$ cat src/inc/wdt_pkg.sv
// Constants and carrier types of the watchdog and time-base block.
// Assumes a single 50 MHz clock and an AXI4-Lite register master.
package wdt_pkg;

  localparam int unsigned ADDR_W = 8;

  // Register byte offsets
  localparam logic [ADDR_W-1:0] ADDR_CFG  = 8'h00;
  localparam logic [ADDR_W-1:0] ADDR_STAT = 8'h04;
  localparam logic [ADDR_W-1:0] ADDR_INTB = 8'h08;
  localparam logic [ADDR_W-1:0] ADDR_IRQS = 8'h0C;
  localparam logic [ADDR_W-1:0] ADDR_IRQM = 8'h10;
  localparam logic [ADDR_W-1:0] ADDR_CNT  = 8'h14;

  // Configuration register fields
  localparam int unsigned CFG_W        = 17;
  localparam int unsigned CFG_SRC_LSB  = 0;
  localparam int unsigned CFG_WEN      = 2;
  localparam int unsigned CFG_TWO      = 3;
  localparam int unsigned CFG_WSEL_LSB = 4;
  localparam int unsigned CFG_TSEL_LSB = 6;
  localparam int unsigned CFG_LCD_LSB  = 8;
  localparam int unsigned CFG_BUZ_LSB  = 11;
  localparam int unsigned CFG_FAST     = 14;
  localparam int unsigned CFG_RCEN     = 15;
  localparam int unsigned CFG_SYSRC    = 16;
  localparam logic [CFG_W-1:0] CFG_RST = 17'h08004;

  // Status, tick control and interrupt bits
  localparam int unsigned ST_TO    = 0;
  localparam int unsigned ST_PD    = 1;
  localparam int unsigned ST_HALT  = 2;
  localparam int unsigned INTB_TBE = 1;
  localparam int unsigned INTB_TBF = 5;
  localparam int unsigned IRQ_W    = 3;
  localparam int unsigned IRQ_WDT  = 0;
  localparam int unsigned IRQ_TICK = 1;
  localparam int unsigned IRQ_WARM = 2;

  // Divider chain layout and ratios
  localparam int unsigned CHAIN_W  = 15;
  localparam int unsigned WDT_W    = 16;
  localparam int unsigned WDT_EXP0 = 12;
  localparam int unsigned TB_EXP0  = 12;
  localparam logic [2:0]  LCD_MAX  = 3'h6;
  localparam logic [1:0]  INSN_LAST = 2'h3;
  localparam logic [7:0]  TICK_VECTOR = 8'h14;

  localparam logic [1:0] RESP_OKAY   = 2'h0;
  localparam logic [1:0] RESP_SLVERR = 2'h2;

  typedef enum logic [1:0] {SRC_RC, SRC_INSN, SRC_RTC} wdt_src_t;

  typedef struct packed {
    logic              awvalid;
    logic [ADDR_W-1:0] awaddr;
    logic              wvalid;
    logic [31:0]       wdata;
    logic [3:0]        wstrb;
    logic              bready;
    logic              arvalid;
    logic [ADDR_W-1:0] araddr;
    logic              rready;
  } wdt_axi_req_t;

  typedef struct packed {
    logic        awready;
    logic        wready;
    logic        bvalid;
    logic [1:0]  bresp;
    logic        arready;
    logic        rvalid;
    logic [31:0] rdata;
    logic [1:0]  rresp;
  } wdt_axi_rsp_t;

  // One-cycle pulses and the stack-full level from the processor core
  typedef struct packed {
    logic watchdog_clear_op;
    logic watchdog_clear_first;
    logic watchdog_clear_second;
    logic halt_op;
    logic wake;
    logic stack_full;
    logic tick_ack;
  } wdt_core_t;

endpackage

$ cat src/design/wdt_top.sv
// Watchdog, time base and shared divider chain with AXI4-Lite registers.
// Assumes oscillator and reset pins are asynchronous; core pulses are on clk_in.
`timescale 1ns/100ps
`default_nettype none
module wdt_top
  import wdt_pkg::*;
(
  input  wire logic         clk_in,
  input  wire logic         rst_b_in,
  input  wire wdt_axi_req_t axi_req_in,
  output wdt_axi_rsp_t      axi_rsp_out,
  input  wire wdt_core_t    core_in,
  input  wire logic         rc_osc_in,
  input  wire logic         rtc_osc_in,
  input  wire logic         external_reset_pin_b_in,
  output logic              chip_reset_out,
  output logic              warm_reset_out,
  output logic              tick_req_out,
  output logic [7:0]        tick_vector_out,
  output logic              timeout_flag_out,
  output logic              powerdown_flag_out,
  output logic              sys_osc_stop_out,
  output logic              lcd_clk_out,
  output logic              buzzer_out,
  output logic              clock_out_pin_out,
  output logic              fast_start_bit_out,
  output logic              rc_osc_en_out,
  output logic              irq_out
);

  typedef struct packed {
    logic               rc_s1;
    logic               rc_s2;
    logic               rc_s3;
    logic               rtc_s1;
    logic               rtc_s2;
    logic               rtc_s3;
    logic               res_s1;
    logic               res_s2;
    logic [1:0]         insn_div;
    logic [CHAIN_W-1:0] chain;
    logic [WDT_W-1:0]   wdt;
    logic               first;
    logic               second;
    logic               halted;
    logic               to;
    logic               pd;
    logic               periodic_tick_flag;
    logic               tbe;
    logic [CFG_W-1:0]   cfg;
    logic [IRQ_W-1:0]   irq_s;
    logic [IRQ_W-1:0]   irq_m;
    logic               chip_rst;
    logic               warm_rst;
    logic               clkout;
    logic               cko_en;
    logic               lcd;
    logic               buz;
    logic               aw_got;
    logic [ADDR_W-1:0]  aw_addr;
    logic               w_got;
    logic [31:0]        wdata;
    logic [3:0]         wstrb;
    logic               bvalid;
    logic [1:0]         bresp;
    logic               rvalid;
    logic [31:0]        rdata;
    logic [1:0]         rresp;
  } wdt_state_t;

  localparam wdt_state_t ST_RST = '{cfg: CFG_RST, res_s1: 1'b1, res_s2: 1'b1, default: '0};

  wdt_state_t s_q;
  wdt_state_t s_d;

  // Byte-lane merge of a write into a 32-bit register image
  function automatic logic [31:0] merge(input logic [31:0] old_v,
                                        input logic [31:0] new_v,
                                        input logic [3:0]  strb);
    logic [31:0] r;
    r = old_v;
    for (int i = 0; i < 4; i++) begin
      if (strb[i]) begin
        r[8*i +: 8] = new_v[8*i +: 8];
      end
    end
    return r;
  endfunction

  // Source and chain decode
  wdt_src_t         src;
  logic             rc_edge;
  logic             rtc_edge;
  logic             insn_tick;
  logic             src_tick;
  logic [1:0]       wsel;
  logic [1:0]       tsel;
  logic [2:0]       lsel;
  logic [2:0]       bsel;
  logic [WDT_W-1:0] wdt_limit;
  logic [CHAIN_W-1:0] tb_mask;
  logic             wdt_en;
  logic             ext_res;
  logic             wdt_ovf;
  logic             tb_evt;
  logic             clr_single;
  logic             pair_done;
  logic             do_clear;
  logic             wr_fire;
  logic             rd_fire;
  logic [31:0]      cfg_w;
  logic [31:0]      intb_w;
  logic [31:0]      irqm_w;
  logic [31:0]      rd_val;
  logic             rd_hit;

  // Option fields and source selection
  always_comb begin
    src      = wdt_src_t'(s_q.cfg[CFG_SRC_LSB +: 2]);
    wsel     = s_q.cfg[CFG_WSEL_LSB +: 2];
    tsel     = s_q.cfg[CFG_TSEL_LSB +: 2];
    lsel     = (s_q.cfg[CFG_LCD_LSB +: 3] > LCD_MAX) ? LCD_MAX : s_q.cfg[CFG_LCD_LSB +: 3];
    bsel     = s_q.cfg[CFG_BUZ_LSB +: 3];
    wdt_en   = s_q.cfg[CFG_WEN];
    ext_res  = ~s_q.res_s2;
    rc_edge  = s_q.rc_s2 & ~s_q.rc_s3 & s_q.cfg[CFG_RCEN];
    rtc_edge = s_q.rtc_s2 & ~s_q.rtc_s3;
    insn_tick = (s_q.insn_div == INSN_LAST) & ~s_q.halted;
    case (src)
      SRC_RC:   src_tick = rc_edge;
      SRC_INSN: src_tick = insn_tick;
      SRC_RTC:  src_tick = rtc_edge;
      default:  src_tick = 1'b0;
    endcase
    wdt_limit = WDT_W'((32'h1 << (WDT_EXP0 + 32'(wsel))) - 32'h1);
    tb_mask = CHAIN_W'((32'h1 << (TB_EXP0 + 32'(tsel))) - 32'h1);
    wdt_ovf = wdt_en & src_tick & (s_q.wdt == wdt_limit);
    tb_evt  = src_tick & ((s_q.chain & tb_mask) == tb_mask);
  end

  // Clear scheme decode
  always_comb begin
    clr_single = ~s_q.cfg[CFG_TWO] & core_in.watchdog_clear_op;
    pair_done  = s_q.cfg[CFG_TWO]
               & (s_q.first | core_in.watchdog_clear_first)
               & (s_q.second | core_in.watchdog_clear_second);
    do_clear   = wdt_en & (clr_single | pair_done);
  end

  // Register bus decode
  always_comb begin
    wr_fire = s_q.aw_got & s_q.w_got & ~s_q.bvalid;
    rd_fire = axi_req_in.arvalid & ~s_q.rvalid;
    cfg_w   = merge({{(32-CFG_W){1'b0}}, s_q.cfg}, s_q.wdata, s_q.wstrb);
    intb_w  = merge({26'h0, s_q.periodic_tick_flag, 3'h0, s_q.tbe, 1'b0}, s_q.wdata, s_q.wstrb);
    irqm_w  = merge({29'h0, s_q.irq_m}, s_q.wdata, s_q.wstrb);
    rd_hit  = 1'b1;
    case (axi_req_in.araddr)
      ADDR_CFG:  rd_val = {{(32-CFG_W){1'b0}}, s_q.cfg};
      ADDR_STAT: rd_val = {29'h0, s_q.halted, s_q.pd, s_q.to};
      ADDR_INTB: rd_val = {26'h0, s_q.periodic_tick_flag, 3'h0, s_q.tbe, 1'b0};
      ADDR_IRQS: rd_val = {29'h0, s_q.irq_s};
      ADDR_IRQM: rd_val = {29'h0, s_q.irq_m};
      ADDR_CNT:  rd_val = {s_q.wdt, 1'b0, s_q.chain};
      default: begin
        rd_val = 32'h0000_0000;
        rd_hit = 1'b0;
      end
    endcase
  end

  // Next-state logic
  always_comb begin
    s_d = s_q;
    // Pin synchronisers and edge history
    s_d.rc_s1  = rc_osc_in;
    s_d.rc_s2  = s_q.rc_s1;
    s_d.rc_s3  = s_q.rc_s2;
    s_d.rtc_s1 = rtc_osc_in;
    s_d.rtc_s2 = s_q.rtc_s1;
    s_d.rtc_s3 = s_q.rtc_s2;
    s_d.res_s1 = external_reset_pin_b_in;
    s_d.res_s2 = s_q.res_s1;
    s_d.chip_rst = 1'b0;
    s_d.warm_rst = 1'b0;

    // Instruction clock divider, frozen in halt with the system clock
    if (!s_q.halted) begin
      s_d.insn_div = s_q.insn_div + 2'h1;
    end
    // Clock-out enable follows the option only at a phase boundary: no runt pulse
    if (!s_q.halted && (s_q.insn_div == INSN_LAST)) begin
      s_d.cko_en = s_q.cfg[CFG_SYSRC];
    end
    s_d.clkout = s_q.cko_en & s_q.insn_div[1];

    // Shared chain keeps counting in halt on RC or RTC source
    if (src_tick) begin
      s_d.chain = s_q.chain + CHAIN_W'(1);
    end
    s_d.lcd = s_q.chain[{1'b0, lsel} + 4'h1];
    s_d.buz = s_q.chain[{1'b0, bsel} + 4'h1];

    // Watchdog counter
    if (wdt_en && src_tick) begin
      s_d.wdt = s_q.wdt + WDT_W'(1);
    end

    // Clear-pair bookkeeping
    if (wdt_en && s_q.cfg[CFG_TWO]) begin
      if (core_in.watchdog_clear_first) begin
        s_d.first = 1'b1;
      end
      if (core_in.watchdog_clear_second) begin
        s_d.second = 1'b1;
      end
    end

    // Clear by instruction
    if (do_clear) begin
      s_d.wdt    = '0;
      s_d.first  = 1'b0;
      s_d.second = 1'b0;
      s_d.to     = 1'b0;
      s_d.pd     = 1'b0;
    end

    // Halt entry stops system oscillator and restarts the watchdog
    if (core_in.halt_op) begin
      s_d.halted = 1'b1;
      s_d.pd     = 1'b1;
      if (wdt_en) begin
        s_d.wdt = '0;
        s_d.to  = 1'b0;
      end
    end
    if (core_in.wake) begin
      s_d.halted = 1'b0;
    end

    // External reset pin held low
    if (ext_res) begin
      s_d.wdt      = '0;
      s_d.chain    = '0;
      s_d.insn_div = '0;
      s_d.first    = 1'b0;
      s_d.second   = 1'b0;
      s_d.halted   = 1'b0;
    end

    // Overflow wins over any clear in the same cycle
    if (wdt_ovf) begin
      s_d.wdt    = '0;
      s_d.to     = 1'b1;
      s_d.first  = 1'b0;
      s_d.second = 1'b0;
      if (s_q.halted) begin
        s_d.warm_rst = 1'b1;
        s_d.halted   = 1'b0;
      end else begin
        s_d.chip_rst = 1'b1;
      end
    end

    // AXI write address and data, taken in either order
    if (axi_req_in.awvalid && !s_q.aw_got) begin
      s_d.aw_got  = 1'b1;
      s_d.aw_addr = axi_req_in.awaddr;
    end
    if (axi_req_in.wvalid && !s_q.w_got) begin
      s_d.w_got = 1'b1;
      s_d.wdata = axi_req_in.wdata;
      s_d.wstrb = axi_req_in.wstrb;
    end
    if (s_q.bvalid && axi_req_in.bready) begin
      s_d.bvalid = 1'b0;
    end

    // Tick flag cleared by core acknowledge before software and hardware set
    if (core_in.tick_ack) begin
      s_d.periodic_tick_flag = 1'b0;
    end

    // Register write
    if (wr_fire) begin
      s_d.aw_got = 1'b0;
      s_d.w_got  = 1'b0;
      s_d.bvalid = 1'b1;
      s_d.bresp  = RESP_OKAY;
      case (s_q.aw_addr)
        ADDR_CFG:  s_d.cfg = cfg_w[CFG_W-1:0];
        ADDR_INTB: begin
          s_d.tbe = intb_w[INTB_TBE];
          s_d.periodic_tick_flag = intb_w[INTB_TBF];
        end
        ADDR_IRQM: s_d.irq_m = irqm_w[IRQ_W-1:0];
        ADDR_STAT, ADDR_IRQS, ADDR_CNT: s_d.bresp = RESP_OKAY;
        default:   s_d.bresp = RESP_SLVERR;
      endcase
    end

    // Register read; an IRQS read clears the sticky interrupt bits
    if (s_q.rvalid && axi_req_in.rready) begin
      s_d.rvalid = 1'b0;
    end
    if (rd_fire) begin
      s_d.rvalid = 1'b1;
      s_d.rdata  = rd_val;
      s_d.rresp  = rd_hit ? RESP_OKAY : RESP_SLVERR;
      if (axi_req_in.araddr == ADDR_IRQS) begin
        s_d.irq_s = '0;
      end
    end

    // Time-base tick flag; the set wins over any clear
    if (tb_evt) begin
      s_d.periodic_tick_flag = 1'b1;
    end

    // Sticky interrupt events, set after the read clear
    s_d.irq_s[IRQ_WDT]  = s_d.irq_s[IRQ_WDT] | wdt_ovf;
    s_d.irq_s[IRQ_TICK] = s_d.irq_s[IRQ_TICK] | tb_evt;
    s_d.irq_s[IRQ_WARM] = s_d.irq_s[IRQ_WARM] | (wdt_ovf & s_q.halted);
  end

  // State register
  always_ff @(posedge clk_in) begin
    if (!rst_b_in) begin
      s_q <= ST_RST;
    end else begin
      s_q <= s_d;
    end
  end

  // Bus answers
  always_comb begin
    axi_rsp_out.awready = ~s_q.aw_got;
    axi_rsp_out.wready  = ~s_q.w_got;
    axi_rsp_out.bvalid  = s_q.bvalid;
    axi_rsp_out.bresp   = s_q.bresp;
    axi_rsp_out.arready = ~s_q.rvalid;
    axi_rsp_out.rvalid  = s_q.rvalid;
    axi_rsp_out.rdata   = s_q.rdata;
    axi_rsp_out.rresp   = s_q.rresp;
  end

  // Core-facing and pin outputs
  assign chip_reset_out     = s_q.chip_rst;
  assign warm_reset_out     = s_q.warm_rst;
  assign tick_req_out       = s_q.periodic_tick_flag & s_q.tbe & ~core_in.stack_full;
  assign tick_vector_out    = TICK_VECTOR;
  assign timeout_flag_out   = s_q.to;
  assign powerdown_flag_out = s_q.pd;
  assign sys_osc_stop_out   = s_q.halted;
  assign lcd_clk_out        = s_q.lcd;
  assign buzzer_out         = s_q.buz;
  assign clock_out_pin_out  = s_q.clkout;
  assign fast_start_bit_out = s_q.cfg[CFG_FAST];
  assign rc_osc_en_out      = s_q.cfg[CFG_RCEN];
  assign irq_out            = |(s_q.irq_s & s_q.irq_m);

endmodule
`default_nettype wire

$ cat config.mk
export PLATFORM = sky130hd
export DESIGN_NAME = wdt_top
export DESIGN_NICKNAME = d
export VERILOG_FILES = /design/src/inc/wdt_pkg.sv /design/src/design/wdt_top.sv
export SDC_FILE = /design/constraint.sdc
export NUM_CORES = 1
export LEC_CHECK = 0
export BUFFER_PORTS_ARGS = -buffer_cell sky130_fd_sc_hd__buf_2
export CAP_MARGIN = 20
export CORE_MARGIN = 2
export CORE_UTILIZATION = 38
export DETAILED_ROUTE_END_ITERATION = 12
export PLACE_DENSITY = 0.66
export SYNTH_ARGS = -nofsm -noshare
export SYNTH_HDL_FRONTEND = slang
export SYNTH_SLANG_ARGS = --single-unit
$ cat constraint.sdc
create_clock -name clk_in -period 2.3 [get_ports clk_in]
set_input_delay 0.115 -clock clk_in [delete_from_list [all_inputs] [get_ports clk_in]]
set_output_delay 0.115 -clock clk_in [all_outputs]
set_load 0.01 [all_outputs]
==> summary.txt <==
outcome - completed
Post-synth EDFFs - 0
area taken by multi-input logic gates - 3130 µm²
post-placement setup slack - 0.140 ns
fin. max-slew vios - 0
GRT overflow - 0
clk slew on worst S/H paths - 0.06 ns
Fin. Hold Viols - 0
vias - 5784
num ports - 130
Worst Setup End Kind - register
Yosys top cell area share - 0.438
FF/Latch Area - 2860 µm²
cell count after synthesis - 770
routed wire length - 17000 µm
Die H - 135 µm
min Tclk post-route - 2.15 ns
minimum hold slack - 0.0209 ns
Crit Path Max Fanout - 8
Worst-Skew Late Latency - 0.43 ns
uppermost layer routed - met4
Max-slew headroom - 0.540
first drt pass iteration count - 6
Reg-to-Reg End - bsel[0]
row cnt - 47
Placed Cells incl. Taps - 1045
FMAX - 464 MHz
initial antenna violation count - 0
M1 wire length - 8030 µm
skew final - 0.00681 ns
Tightest Pin Transition - 0.689 ns
global-route wire length before repair - 27300 µm
# nets final - 956
initial drt markers - 455
Crit Path Category - reg -> reg
Starting Density - 0.391
antenna fix cells - 0
Clock Path Buffers - 2
Post-DP HPWL - 11900 µm
core region area - 16700 µm²
final instance area - 8100 µm²
largest cells by area after synthesis - dfxtp_1, nand2_1, buf_4, a21oi_1, mux2i_1
YS warnings - 0
worst setup path start - s_q[75]
largest net degree at the start of global routing - 55
CTS tree - yes
Netlist Area Pre-Place - 6540 µm²
number of routed nets with antenna violations - 0
clk root buf - clkbuf_16
vias in the first global route - 5371
share of layout cells above drive strength 1 - 0.214
worst hold path class - in -> reg
DR DRC count - 0
TNS Setup - 0 ns
routed wl met3 - 1230 µm
crit share post-route - 0.936
Met2 Wirelength - 7460 µm
area delta synth->final - 23.9%
Netlist cell types - 60
Lkg Pwr - 3.12 nW
ys flop type - dfxtp_1
Tot GR Track Use - 0.190
CP required - 2.61 ns
CTS H-tree depth - 4
final non-filler cell total - 1114
I/O Buffers - 103
Seq/Total Area, Yosys - 0.438
most common cell after layout, fill and taps aside - dfxtp_1
die extent in x - 135 µm
wire per inst - 15.2 µm
Placed Area - 7130 µm²
most area-hungry cell type in the Yosys netlist - dfxtp_1
Core Util, Final - 0.485
R2R Setup Slk - 0.15 ns
RSZ-0062 raised after global routing - no
post-synthesis area per instance - 8.49 µm²
Post-CTS Resized - 0
setup ws final - 0.147 ns
crit path DAT - 2.46 ns
die area - 18300 µm²
Crit Reg-Reg Startpoint - s_q[75]
MaxCap Viol Count - 0
Async SR Flop Fraction - 0
#FFs+latches synth - 143
maximum VDD drop - 0.000540 V
Setup crit end - bsel[0]
vias per cell - 5.19
commonest non-fill, non-tap cells in the layout - dfxtp_1, nand2_1, buf_2, a21oi_1, nor2_1
power density cells - 710 nW/µm²
R2R depth - 6
Num CTS Buffers - 17
GP Congestion - 0.903
Filler cells - 1616
Final setup viols - 0
CTS sink cnt - 143
startpoint types - register
Tot Pwr - 5.75 mW
==> metal layers <==
layer | global-route usage | vias up
li1 | - | 2896
met1 | 0.266 | 2658
met2 | 0.284 | 204
met3 | 0.0479 | 26
met4 | 0.0677 | 0
met5 | 0 | -
==> how the worst min path moves through the flow <==
stage | cells past startpoint | slack (ns) | end | startpoint
final | 3 | 0.02 | s_q[119] | core_in[5]
after global routing | 3 | 0.03 | s_q[118] | core_in[4]
after CTS | 3 | 0.0008 | s_q[119] | core_in[5]
after detailed placement | 2 | 0.30 | s_d[153] | external_reset_pin_b_in
after global placement | 2 | 0.31 | axi_rsp_out[34] | axi_req_in[0]
after floorplan | 1 | 0.19 | sys_osc_stop_out | core_in[2]
==> power breakdown <==
group	internal [mW]	leakage [nW]	total (mW)	switching [mW]
sequential	2.53	1.16	2.57	0.0389
combinational	0.179	1.68	0.398	0.219
clock	1.73	0.285	2.78	1.05
total	4.44	3.12	5.75	1.31
==> synth_stat cells, drive strengths merged, types with 6 or more instances <==
master and count:
dfxtp 143, mux4 6, mux2i 30, or4 8, nand4 18, and2 8
clkbuf 34, nor4 12, nor3 18, buf 57, nand3 43, o21ai 30
xnor2 7, nand2b 6, a21oi 67, xor2 10, nand2 120, nor2 54
inv 13, a31oi 7, a22oi 13, a211oi 8
==> registers in the layout, summed over array words and instances, names as in the netlist <==
signal              cells
sys_osc_stop_out        1
timeout_flag_out        1
bsel                    3
axi_rsp_out            36
fast_start_bit_out      1
buzzer_out              1
rc_osc_en_out           1
powerdown_flag_out      1
clock_out_pin_out       1
lcd_clk_out             1
s_q                    89
s_d                     5
warm_reset_out          1
chip_reset_out          1
==> worst max-delay path, cell delays in order (launching register included) <==
cell	delay, ns
dfxtp_1	0.31
or4_4	0.55
or4_4	0.44
nor4b_4	0.27
buf_12	0.18
mux2i_1	0.23
nor2_2	0.05
==> area by class of cell <==
| type | instances | area share |
|---|---|---|
| multi-input combinational | 530 | 0.386 |
| clock inverter | 9 | 0.0165 |
| inverter | 14 | 0.00649 |
| tap | 220 | 0.0340 |
| timing repair buffer | 176 | 0.148 |
| sequential | 143 | 0.353 |
| clock buffer | 22 | 0.0561 |
==> timing repair <==
action,in CTS,in global routing
buffers inserted,0,0
endpoints found under the hold margin,36,0
hold buffers,38,0
==> cell families (layout without fill, tap and decap cells) <==
group           count (synthesis)  count (layout)  share of synthesized area
fa+ha+maj                       5               5                    0.00957
mux                            36              36                     0.0666
buf+inv                       105             221                     0.0896
flops                         143             143                      0.438
other cells                     2              10                    0.00115
compound gates                147             147                      0.135
xor+xnor                       17              17                     0.0228
simple gates                  315             315                      0.238
Note: power is estimated with default switching activity, not from simulation.
